--- src/pkg/dcs_map.svh ---
// Register offsets, field positions, reset values and sizes of the credit schedule table
`ifndef DCS_MAP_SVH
`define DCS_MAP_SVH

// ==========================================
// Byte offsets on the register bus
`define DCS_OFS_LAST_ENTRY 12'h000
`define DCS_OFS_ENABLE 12'h004
`define DCS_OFS_STATUS 12'h008
`define DCS_OFS_LOW_BASE 12'h100
`define DCS_OFS_HIGH_BASE 12'h200
`define DCS_OFS_BANK_MASK 12'hF00

// ==========================================
// Field positions
`define DCS_LAST_ENTRY_MSB 7
`define DCS_ENABLE_BIT 15
`define DCS_SLOT_DIR_BIT 7
`define DCS_SLOT_CHAN_MSB 3
`define DCS_SLOT_RSVD_MASK 8'h70
`define DCS_STAT_IDX_LSB 0
`define DCS_STAT_RUN_BIT 8
`define DCS_STAT_BUSY_BIT 9

// ==========================================
// Reset values and sizes
`define DCS_RST_WORD 16'h0000
`define DCS_RST_LAST_ENTRY 8'h00
`define DCS_TABLE_WORDS 64
`define DCS_CHAN_COUNT 16

`endif

--- src/pkg/dcs_pkg.sv ---
// Types shared by the credit schedule table modules
`default_nettype none

package dcs_pkg;

  typedef enum logic
  {
    DCS_DIR_TX = 1'b0,
    DCS_DIR_RX = 1'b1
  } dcs_dir_t;

  typedef struct packed
  {
    dcs_dir_t dir;
    logic [2:0] rsvd;
    logic [3:0] chan;
  } dcs_entry_t;

  typedef enum
  {
    DCS_IDLE,
    DCS_FETCH,
    DCS_OFFER
  } dcs_state_t;

endpackage

`default_nettype wire

--- src/pkg/dcs_reg_if.sv ---
// Register access carrier between the bus front end and the table core
`default_nettype none

interface dcs_reg_if;
  logic wrStb;
  logic rdStb;
  logic [11:0] addr;
  logic [31:0] wdata;
  logic [31:0] rdata;
  logic err;

  modport front
  (
    output wrStb,
    output rdStb,
    output addr,
    output wdata,
    input rdata,
    input err
  );

  modport core
  (
    input wrStb,
    input rdStb,
    input addr,
    input wdata,
    output rdata,
    output err
  );
endinterface

`default_nettype wire

--- src/core/dcs_sched_table.sv ---
// Programmable credit schedule table for the packet DMA controller
`include "dcs_map.svh"
`default_nettype none

module dcs_sched_table
#(
  parameter int NUM_RX_FIFO = 4,
  parameter int TABLE_WORDS = `DCS_TABLE_WORDS
)
(
  // Clock and reset
  input wire logic clk,
  input wire logic sys_rst,
  // APB register bus
  input wire logic [11:0] paddr,
  input wire logic psel,
  input wire logic penable,
  input wire logic pwrite,
  input wire logic [31:0] pwdata,
  output logic [31:0] prdata,
  output logic pready,
  output logic pslverr,
  // Credit to the DMA controller
  output logic creditValid,
  input wire logic creditReady,
  output dcs_pkg::dcs_dir_t creditDir,
  output logic [3:0] creditChan,
  output logic [$clog2(NUM_RX_FIFO)-1:0] creditRxFifo,
  // Receive FIFO head state from the DMA controller
  input wire logic [NUM_RX_FIFO*4-1:0] rxHeadChan,
  input wire logic [NUM_RX_FIFO-1:0] rxFifoShared
);
  import dcs_pkg::*;

  localparam int FB = $clog2(NUM_RX_FIFO);
  localparam int WB = $clog2(TABLE_WORDS);

  // ==========================================
  // Bus front end
  dcs_reg_if regs ();

  dcs_apb_front u_front
  (
    .clk(clk),
    .sys_rst(sys_rst),
    .paddr(paddr),
    .psel(psel),
    .penable(penable),
    .pwrite(pwrite),
    .pwdata(pwdata),
    .prdata(prdata),
    .pready(pready),
    .pslverr(pslverr),
    .regs(regs)
  );

  // ==========================================
  // Address decode
  function automatic logic inBank(input logic [11:0] a, input logic [11:0] base);
    inBank = ((a & `DCS_OFS_BANK_MASK) == base) && (a[1:0] == 2'b00)
      && (int'(a[7:2]) < TABLE_WORDS);
  endfunction

  logic selLast;
  logic selEnable;
  logic selStatus;
  logic selLow;
  logic selHigh;
  logic [WB-1:0] wordSel;

  assign selLast = regs.addr == `DCS_OFS_LAST_ENTRY;
  assign selEnable = regs.addr == `DCS_OFS_ENABLE;
  assign selStatus = regs.addr == `DCS_OFS_STATUS;
  assign selLow = inBank(regs.addr, `DCS_OFS_LOW_BASE);
  assign selHigh = inBank(regs.addr, `DCS_OFS_HIGH_BASE);
  assign wordSel = regs.addr[WB+1:2];

  // Reserved bits of each slot never stored, so the scheduler reads them as zero
  function automatic logic [15:0] stripPair(input logic [31:0] d);
    stripPair = {d[15:8] & ~`DCS_SLOT_RSVD_MASK, d[7:0] & ~`DCS_SLOT_RSVD_MASK};
  endfunction

  // ==========================================
  // Control registers
  logic [`DCS_LAST_ENTRY_MSB:0] lastEntryReg;
  logic [`DCS_LAST_ENTRY_MSB:0] lastEntryNext;
  logic enableReg;
  logic enableNext;

  always_comb
  begin
    lastEntryNext = lastEntryReg;
    enableNext = enableReg;
    if (regs.wrStb && selLast)
    begin
      lastEntryNext = regs.wdata[`DCS_LAST_ENTRY_MSB:0];
    end
    if (regs.wrStb && selEnable)
    begin
      enableNext = regs.wdata[`DCS_ENABLE_BIT];
    end
  end

  always_ff @(posedge clk)
  begin
    if (sys_rst)
    begin
      lastEntryReg <= `DCS_RST_LAST_ENTRY;
      enableReg <= 1'b0;
    end
    else
    begin
      lastEntryReg <= lastEntryNext;
      enableReg <= enableNext;
    end
  end

  // ==========================================
  // Table storage
  logic [15:0] lowMem [TABLE_WORDS];
  logic [15:0] highMem [TABLE_WORDS];
  logic lowWe;
  logic highWe;
  logic [15:0] pairNext;

  always_comb
  begin
    lowWe = regs.wrStb && selLow;
    highWe = regs.wrStb && selHigh;
    pairNext = stripPair(regs.wdata);
  end

  // Whole table clears on reset, so an early enable credits channel 0 only
  always_ff @(posedge clk)
  begin
    if (sys_rst)
    begin
      for (int i = 0; i < TABLE_WORDS; i++)
      begin
        lowMem[i] <= `DCS_RST_WORD;
        highMem[i] <= `DCS_RST_WORD;
      end
    end
    else
    begin
      if (lowWe)
      begin
        lowMem[wordSel] <= pairNext;
      end
      if (highWe)
      begin
        highMem[wordSel] <= pairNext;
      end
    end
  end

  // ==========================================
  // Scheduler
  dcs_state_t stateReg;
  dcs_state_t stateNext;
  logic [7:0] idxReg;
  logic [7:0] idxNext;
  logic validReg;
  logic validNext;
  dcs_dir_t dirReg;
  dcs_dir_t dirNext;
  logic [3:0] chanReg;
  logic [3:0] chanNext;
  logic [FB-1:0] fifoReg;
  logic [FB-1:0] fifoNext;
  logic [15:0] pairRead;
  dcs_entry_t entryRaw;
  dcs_dir_t decDir;
  logic [3:0] decChan;
  logic [FB-1:0] decFifo;

  // Entry e lives in word e/4; slots 0,1 in the low pair, 2,3 in the high
  assign pairRead = idxReg[1] ? highMem[idxReg[WB+1:2]] : lowMem[idxReg[WB+1:2]];
  assign entryRaw = idxReg[0] ? pairRead[15:8] : pairRead[7:0];

  dcs_entry_decode #(.NUM_RX_FIFO(NUM_RX_FIFO)) u_decode
  (
    .entry(entryRaw),
    .rxHeadChan(rxHeadChan),
    .rxFifoShared(rxFifoShared),
    .dir(decDir),
    .chan(decChan),
    .rxFifo(decFifo)
  );

  always_comb
  begin
    stateNext = stateReg;
    idxNext = idxReg;
    validNext = validReg;
    dirNext = dirReg;
    chanNext = chanReg;
    fifoNext = fifoReg;
    unique case (stateReg)
      DCS_IDLE:
      begin
        idxNext = 8'h00;
        if (enableReg)
        begin
          stateNext = DCS_FETCH;
        end
      end
      DCS_FETCH:
      begin
        if (!enableReg)
        begin
          stateNext = DCS_IDLE;
        end
        else
        begin
          dirNext = decDir;
          chanNext = decChan;
          fifoNext = decFifo;
          validNext = 1'b1;
          stateNext = DCS_OFFER;
        end
      end
      DCS_OFFER:
      begin
        if (!enableReg)
        begin
          // Withdrawn credit is not passed once disabled
          validNext = 1'b0;
          stateNext = DCS_IDLE;
        end
        else if (creditReady)
        begin
          validNext = 1'b0;
          stateNext = DCS_FETCH;
          idxNext = (idxReg >= lastEntryReg) ? 8'h00 : 8'(idxReg + 8'h01);
        end
      end
    endcase
  end

  always_ff @(posedge clk)
  begin
    if (sys_rst)
    begin
      stateReg <= DCS_IDLE;
      idxReg <= 8'h00;
      validReg <= 1'b0;
      dirReg <= DCS_DIR_TX;
      chanReg <= 4'h0;
      fifoReg <= '0;
    end
    else
    begin
      stateReg <= stateNext;
      idxReg <= idxNext;
      validReg <= validNext;
      dirReg <= dirNext;
      chanReg <= chanNext;
      fifoReg <= fifoNext;
    end
  end

  assign creditValid = validReg;
  assign creditDir = dirReg;
  assign creditChan = chanReg;
  assign creditRxFifo = fifoReg;

  // ==========================================
  // Read data
  always_comb
  begin
    regs.rdata = 32'h00000000;
    regs.err = !(selLast || selEnable || selStatus || selLow || selHigh);
    if (selLast)
    begin
      regs.rdata[`DCS_LAST_ENTRY_MSB:0] = lastEntryReg;
    end
    else if (selEnable)
    begin
      regs.rdata[`DCS_ENABLE_BIT] = enableReg;
    end
    else if (selStatus)
    begin
      regs.rdata[`DCS_STAT_IDX_LSB +: 8] = idxReg;
      regs.rdata[`DCS_STAT_RUN_BIT] = stateReg != DCS_IDLE;
      regs.rdata[`DCS_STAT_BUSY_BIT] = validReg;
    end
    // Table words are write-only and read as zero
  end
endmodule

`default_nettype wire

--- src/core/dcs_apb_front.sv ---
// APB slave front end with one wait state and registered answers
`default_nettype none

module dcs_apb_front
(
  // Clock and reset
  input wire logic clk,
  input wire logic sys_rst,
  // APB slave side
  input wire logic [11:0] paddr,
  input wire logic psel,
  input wire logic penable,
  input wire logic pwrite,
  input wire logic [31:0] pwdata,
  output logic [31:0] prdata,
  output logic pready,
  output logic pslverr,
  // Core side
  dcs_reg_if.front regs
);
  import dcs_pkg::*;

  logic readyReg;
  logic readyNext;
  logic [31:0] rdataReg;
  logic [31:0] rdataNext;
  logic errReg;
  logic errNext;
  logic firstAccess;

  // ==========================================
  // Decode
  // Answer is prepared in the first access cycle, so prdata is a flop
  assign firstAccess = psel && penable && !readyReg;
  // Writes commit only at the edge where the master sees pready
  assign regs.wrStb = psel && penable && readyReg && pwrite && !errReg;
  assign regs.rdStb = firstAccess && !pwrite;
  assign regs.addr = paddr;
  assign regs.wdata = pwdata;

  always_comb
  begin
    readyNext = 1'b0;
    rdataNext = rdataReg;
    // Error stands only beside pready, never between transfers
    errNext = 1'b0;
    if (firstAccess)
    begin
      readyNext = 1'b1;
      rdataNext = pwrite ? 32'h00000000 : regs.rdata;
      errNext = regs.err;
    end
  end

  always_ff @(posedge clk)
  begin
    if (sys_rst)
    begin
      readyReg <= 1'b0;
      rdataReg <= 32'h00000000;
      errReg <= 1'b0;
    end
    else
    begin
      readyReg <= readyNext;
      rdataReg <= rdataNext;
      errReg <= errNext;
    end
  end

  assign pready = readyReg;
  assign prdata = rdataReg;
  assign pslverr = errReg;
endmodule

`default_nettype wire

--- src/core/dcs_entry_decode.sv ---
// Splits a table entry and resolves the channel named in its credit
`default_nettype none

module dcs_entry_decode
#(
  parameter int NUM_RX_FIFO = 4
)
(
  // Raw entry
  input wire dcs_pkg::dcs_entry_t entry,
  // Receive FIFO heads
  input wire logic [NUM_RX_FIFO*4-1:0] rxHeadChan,
  input wire logic [NUM_RX_FIFO-1:0] rxFifoShared,
  // Resolved credit
  output dcs_pkg::dcs_dir_t dir,
  output logic [3:0] chan,
  output logic [$clog2(NUM_RX_FIFO)-1:0] rxFifo
);
  import dcs_pkg::*;

  localparam int FB = $clog2(NUM_RX_FIFO);

  logic [3:0] headChan;

  // Channel n is tied to FIFO n modulo the FIFO count
  assign rxFifo = entry.chan[FB-1:0];
  assign headChan = rxHeadChan[rxFifo*4 +: 4];
  assign dir = entry.dir;

  always_comb
  begin
    chan = entry.chan;
    // Shared FIFO credits whichever channel sits at its head
    if (entry.dir == DCS_DIR_RX && rxFifoShared[rxFifo])
    begin
      chan = headChan;
    end
  end
endmodule

`default_nettype wire

--- config.mk ---
export PLATFORM = sky130hd
export DESIGN_NAME = dcs_sched_table
export DESIGN_NICKNAME = d
export VERILOG_FILES = /design/src/pkg/dcs_pkg.sv /design/src/pkg/dcs_reg_if.sv /design/src/core/dcs_sched_table.sv /design/src/core/dcs_apb_front.sv /design/src/core/dcs_entry_decode.sv
export VERILOG_INCLUDE_DIRS = /design/src /design/src/pkg
export SDC_FILE = /design/constraint.sdc
export NUM_CORES = 2
export LEC_CHECK = 0
export BUFFER_PORTS_ARGS = -buffer_cell sky130_fd_sc_hd__buf_4
export CORE_MARGIN = 4
export CORE_UTILIZATION = 65
export CTS_BUF_LIST = sky130_fd_sc_hd__clkbuf_2 sky130_fd_sc_hd__clkbuf_4 sky130_fd_sc_hd__clkbuf_8
export DETAILED_ROUTE_END_ITERATION = 7
export PLACE_DENSITY = 0.82
export SYNTH_ARGS = -nofsm -noshare
export SYNTH_HDL_FRONTEND = slang
export SYNTH_HIERARCHICAL = 1
export SYNTH_SLANG_ARGS = --single-unit
--- constraint.sdc ---
create_clock -name clk -period 6.5 [get_ports clk]
set_clock_uncertainty 0.15 [all_clocks]
set_input_delay 0.325 -clock clk [delete_from_list [all_inputs] [get_ports clk]]
set_output_delay 0.325 -clock clk [all_outputs]
set_load 0.02 [all_outputs]
Yosys cells after proc, flatten, opt, wreduce, memory -nomap -nowiden
Memories as Yosys holds them, arrays and structs flattened. A register that Yosys moved wholly into a read port is not among the register bits.
Cells that the tools add are included.
W data, S select, Z words.
{"block": "word_totals", "output_inout_bits": 42, "input_bits": 70, "n_memories": 2, "ramBits": 1280, "regBits": 91}
{"name": "highMem", "depth": 64, "width": 10, "read_ports": 1, "rd_ports_with_merged_regs": 1, "wr": 64, "line_no": "dcs_sched_table.sv:121", "text": "logic [15:0] highMem [TABLE_WORDS];"}
{"name": "lowMem", "depth": 64, "width": 10, "read_ports": 1, "rd_ports_with_merged_regs": 1, "wr": 64, "line_no": "dcs_sched_table.sv:120", "text": "logic [15:0] lowMem [TABLE_WORDS];"}
{"block": "classes", "bitwise_logic": 1, "add_sub_neg": 1, "reduce_logical": 32, "n_lt_le_gt_ge": 2, "n_shift": 1, "muxes": 44, "eq_ne": 11}
{"cell": "$mux W32", "count": 3}
{"cell": "$pmux W32 S3", "count": 1}
{"cell": "$mux W10", "count": 4}
{"cell": "$mux W8", "count": 5}
{"cell": "$mux W6", "count": 6}
{"cell": "$eq A32 B1 Y1 const B", "count": 1}
{"cell": "$eq A32 B2 Y1 const B", "count": 1}
{"cell": "$logic_not A32 Y1", "count": 1}
{"cell": "$mux W16", "count": 2}
{"cell": "$reduce_bool A32 Y1", "count": 1}
{"cell": "$reduce_or A10 Y1", "count": 2}
{"cell": "$mux W1", "count": 17}
{"cell": "$pmux W8 S2", "count": 1}
{"cell": "$shiftx A16 B5 Y4", "count": 1}
{"cell": "$eq A12 B3 Y1 const B", "count": 1}
{"cell": "$eq A12 B4 Y1 const B", "count": 1}
{"cell": "$logic_and A1 B1 Y1", "count": 12}
{"cell": "$logic_not A12 Y1", "count": 1}
{"cell": "$add A8 B1 Y8 const B", "count": 1}
{"cell": "$ge A8 B8 Y1", "count": 1}
{"cell": "$ne A2 B2 Y1 const B", "count": 4}
{"cell": "$reduce_and A3 Y1", "count": 2}
{"cell": "$eq A4 B1 Y1 const B", "count": 1}
{"cell": "$eq A4 B2 Y1 const B", "count": 1}
{"cell": "other kinds (13)", "count": 21}

Longest topological paths before layout
{"block": "depth", "ltp_word": 10, "depth_mapped": 18, "ltp_nobuf": 11}

By module
The synthesis kept the hierarchy.
{"mod": "dcs_sched_table", "area_each_um2": 60820.8, "cells_each": 4112, "instances": 1}
{"mod": "dcs_apb_front", "area_each_um2": 1999.4, "cells_each": 195, "instances": 1}
{"mod": "dcs_entry_decode", "area_each_um2": 244.0, "cells_each": 18, "instances": 1}

Worst setup path before layout
OpenSTA, ideal clock, no wires.
{"block": "synth_path", "kind": "register -> register", "from": "register (tool-made name)", "to": "register chanReg[0], in the netlist creditChan[0]", "setup_ns": 0.132, "n_path_buf": 5, "path_slack_ns": 2.675, "synth_period_minus_slack_ns": 3.825, "t_arrival_ns": 3.542, "stages_incl_launch_ff": 15, "cell_sequence": "dfxtp_1 -> buf_6 -> buf_4 -> buf_4 -> buf_2 -> mux4_2 -> mux4_2 -> o32ai_1 -> o211ai_1 -> buf_6 -> nand2b_2 -> o22ai_4 -> mux2_4 -> nand3_1 -> a21oi_1"}
{"element": "to (signal assigned)", "line_no": "dcs_sched_table.sv:258", "text": "chanReg <= chanNext;"}
{"element": "to (decl)", "line_no": "dcs_sched_table.sv:167", "text": "logic [3:0] chanReg;"}

==> impl_metrics.json <==
{
  "cp_slowest_cell": "dfxtp_4",
  "worst_pin_slew_ps": 1305,
  "final-setup-viol-count": 0,
  "dpl_cell_area_um2": 63860,
  "cts_buffer_depth": 3,
  "crit_type": "reg -> reg",
  "relSlewSlack_pct": 12.59,
  "worstPathCellList": "buf_4 > mux4_2 > a22oi_1 > a21oi_1 > o41a_1 > a41oi_1 > o211ai_1 > mux4_2 > dlygate4sd3_1 > mux2_4 > nand3_1 > a21oi_1",
  "route.detailed.drc": 0,
  "drive_gt1_share_pct": 21.91,
  "critPathCapture": "creditChan[1]",
  "grtUsageTotal_pct": 30.44,
  "grt.overflow.total": 0,
  "wire_per_inst_um": 27.24,
  "arrival_ps": 6350,
  "hp-start": "pwdata[4]",
  "cts_num_sinks": 1347,
  "gp_congestion": 0.9430,
  "hold_viol": 0,
  "coreArea_um2": 95580,
  "rsz0062_at_grt": "false",
  "instances_no_fill": 5698,
  "critPathRequiredTime_ps": 7060,
  "rows": 113,
  "r2r_end": "creditChan[1]",
  "status": "completed",
  "cts_setup_buffers": 0,
  "routed_via_density": 6.456,
  "antenna_found_initial": 4,
  "clk_pin_slew_ps": 70,
  "drt-pass1-iter-count": 6,
  "dp_cells": 5300,
  "cts_made_buffers": 203,
  "critPathBufInv": 2,
  "cp.depth": 12,
  "first_iter_violations": 4776,
  "syn_avg_cell_area_um2": 14.62,
  "slew_viol_final": 0,
  "fin_tns_setup_ps": 0,
  "rr_worst_depth": 12,
  "fin_crit_ps": 5784,
  "cp_max_fo": 40,
  "cts_hold_buf": 31,
  "dp_hpwl_um": 94910,
  "r2r_slack_ps": 720,
  "ant_nets": 0,
  "nets": 4350,
  "post-route-util_pct": 71.33,
  "grt_pass1_vias": 37125,
  "power_leakage_nw": 24.49,
  "cts_root_buffer": "clkbuf_8",
  "grt_pass1_wl_um": 231600,
  "hold_path.class": "in -> reg",
  "synth_area_um2": 62920,
  "num_vias": 36785,
  "ioPinCount": 112,
  "die_w_um": 319.1,
  "wirelength_um": 155200,
  "power.density_nw_per_um2": 255.1,
  "maxCapViolations": 0,
  "io_buffers": 92,
  "worstSetupStartpointType": "register",
  "clock_latency_ps": 880,
  "max_stage_delay_ps": 940,
  "crit_family": "compound AO/OA/AOI/OAI gates",
  "syn2layout_area_growth_pct": 8.356,
  "cts_tree": "done",
  "cts.repair.resized": 0,
  "syn_inst": 4305,
  "grt_max_degree": 111,
  "clock.fmax_mhz": 172.9,
  "fin_area_um2": 68180,
  "die_h_um": 319.1,
  "post-route-period-util_pct": 88.99,
  "htreeDepth": 4,
  "ys_warn_count": 6,
  "max-vdd-ir-drop_mv": 0.1453,
  "die-area_um2": 101800,
  "cp-end-kind": "register",
  "initial_core_util_pct": 65.83
}
[through the flow]
stage / hold slack (ps) / total power [mW] / worst slack (ps)
2_1_floorplan: 333.3 / 10.35 / 2675
3_3_place_gp: 294.2 / 10.59 / 1347
3_5_place_dp: 297.1 / 10.62 / 1334
4_1_cts: 37.30 / 17.40 / 840.5
5_1_grt: 73.57 / 17.90 / 591.9
6_report: 100.2 / 17.39 / 715.9
[metal layers]
metal	GRT usage, %	up-vias	wire length [um]	share of wire (%)
met2	47.27	2332	72640	47
met3	8.124	449	19350	12
met1	41.69	18449	56420	36
met4	12.45	6	6778	4.4
li1	-	15549	-	-
met5	0	-	30	0.019
[cell type report]
type,count,area (um2)
diodes,1,2.502
repair buffers,196,1678
clock inverters,79,525.5
clock buffers,287,3475
inverters,14,52.55
flip-flops and latches,1347,39790
multi-input cells,2509,21070
well taps,1265,1583
fillers,5914,27400
[where the power goes]
group | switching [mW] | internal (mW)
Combinational | 0.471 | 0.197
Clock | 3.31 | 3.61
Sequential | 0.0755 | 9.72
[registers in the layout, summed over array words and instances, names as in the netlist, named ones only]
name             cells
u_front/pready       1
creditDir            1
lastEntryReg         8
stateReg             2
creditRxFifo         2
u_front/pslverr      1
enableReg            1
u_front/prdata      32
highMem            640
idxReg               8
lowMem             640
creditChan           4
creditValid          1
[worst min path at each step]
stage,end,slack (ps),depth (start not counted)
detailed placement,creditRxFifo[0],300,2
finish,lastEntryReg[4],100,4
global route,u_front/prdata[15],70,6
global placement,creditRxFifo[0],290,2
CTS,u_front/prdata[15],40,6
floorplan,lastEntryReg[1],330,2
[worst min-delay path: stages]
cell and delay [ps]:
dlygate4sd3_1 530, buf_4 100, mux2i_1 50, nor2_1 90
[cells in the final DEF, fill, tap and decap left out, drive strengths merged, types with 4 or more instances in the layout]
cell type	instances
edfxtp	1280
buf	165
nand3	29
o22ai	19
nor2b	23
a21o	4
nand2	54
clkbuf	287
a211oi	5
nand3b	5
nor4	8
mux2	16
and2	1292
a21oi	59
mux2i	68
mux4	323
clkinv	66
a22o	21
bufinv	4
o211ai	12
nor3b	6
a22oi	85
nor2	170
dfxtp	67
or2	131
a221oi	14
or3b	33
dlygate4sd3	31
a221o	8
ha	9
inv	22
nor3	12
a31oi	4
conb	21
nand2b	44
o21ai	6
Power figures use the tool's default switching activity.
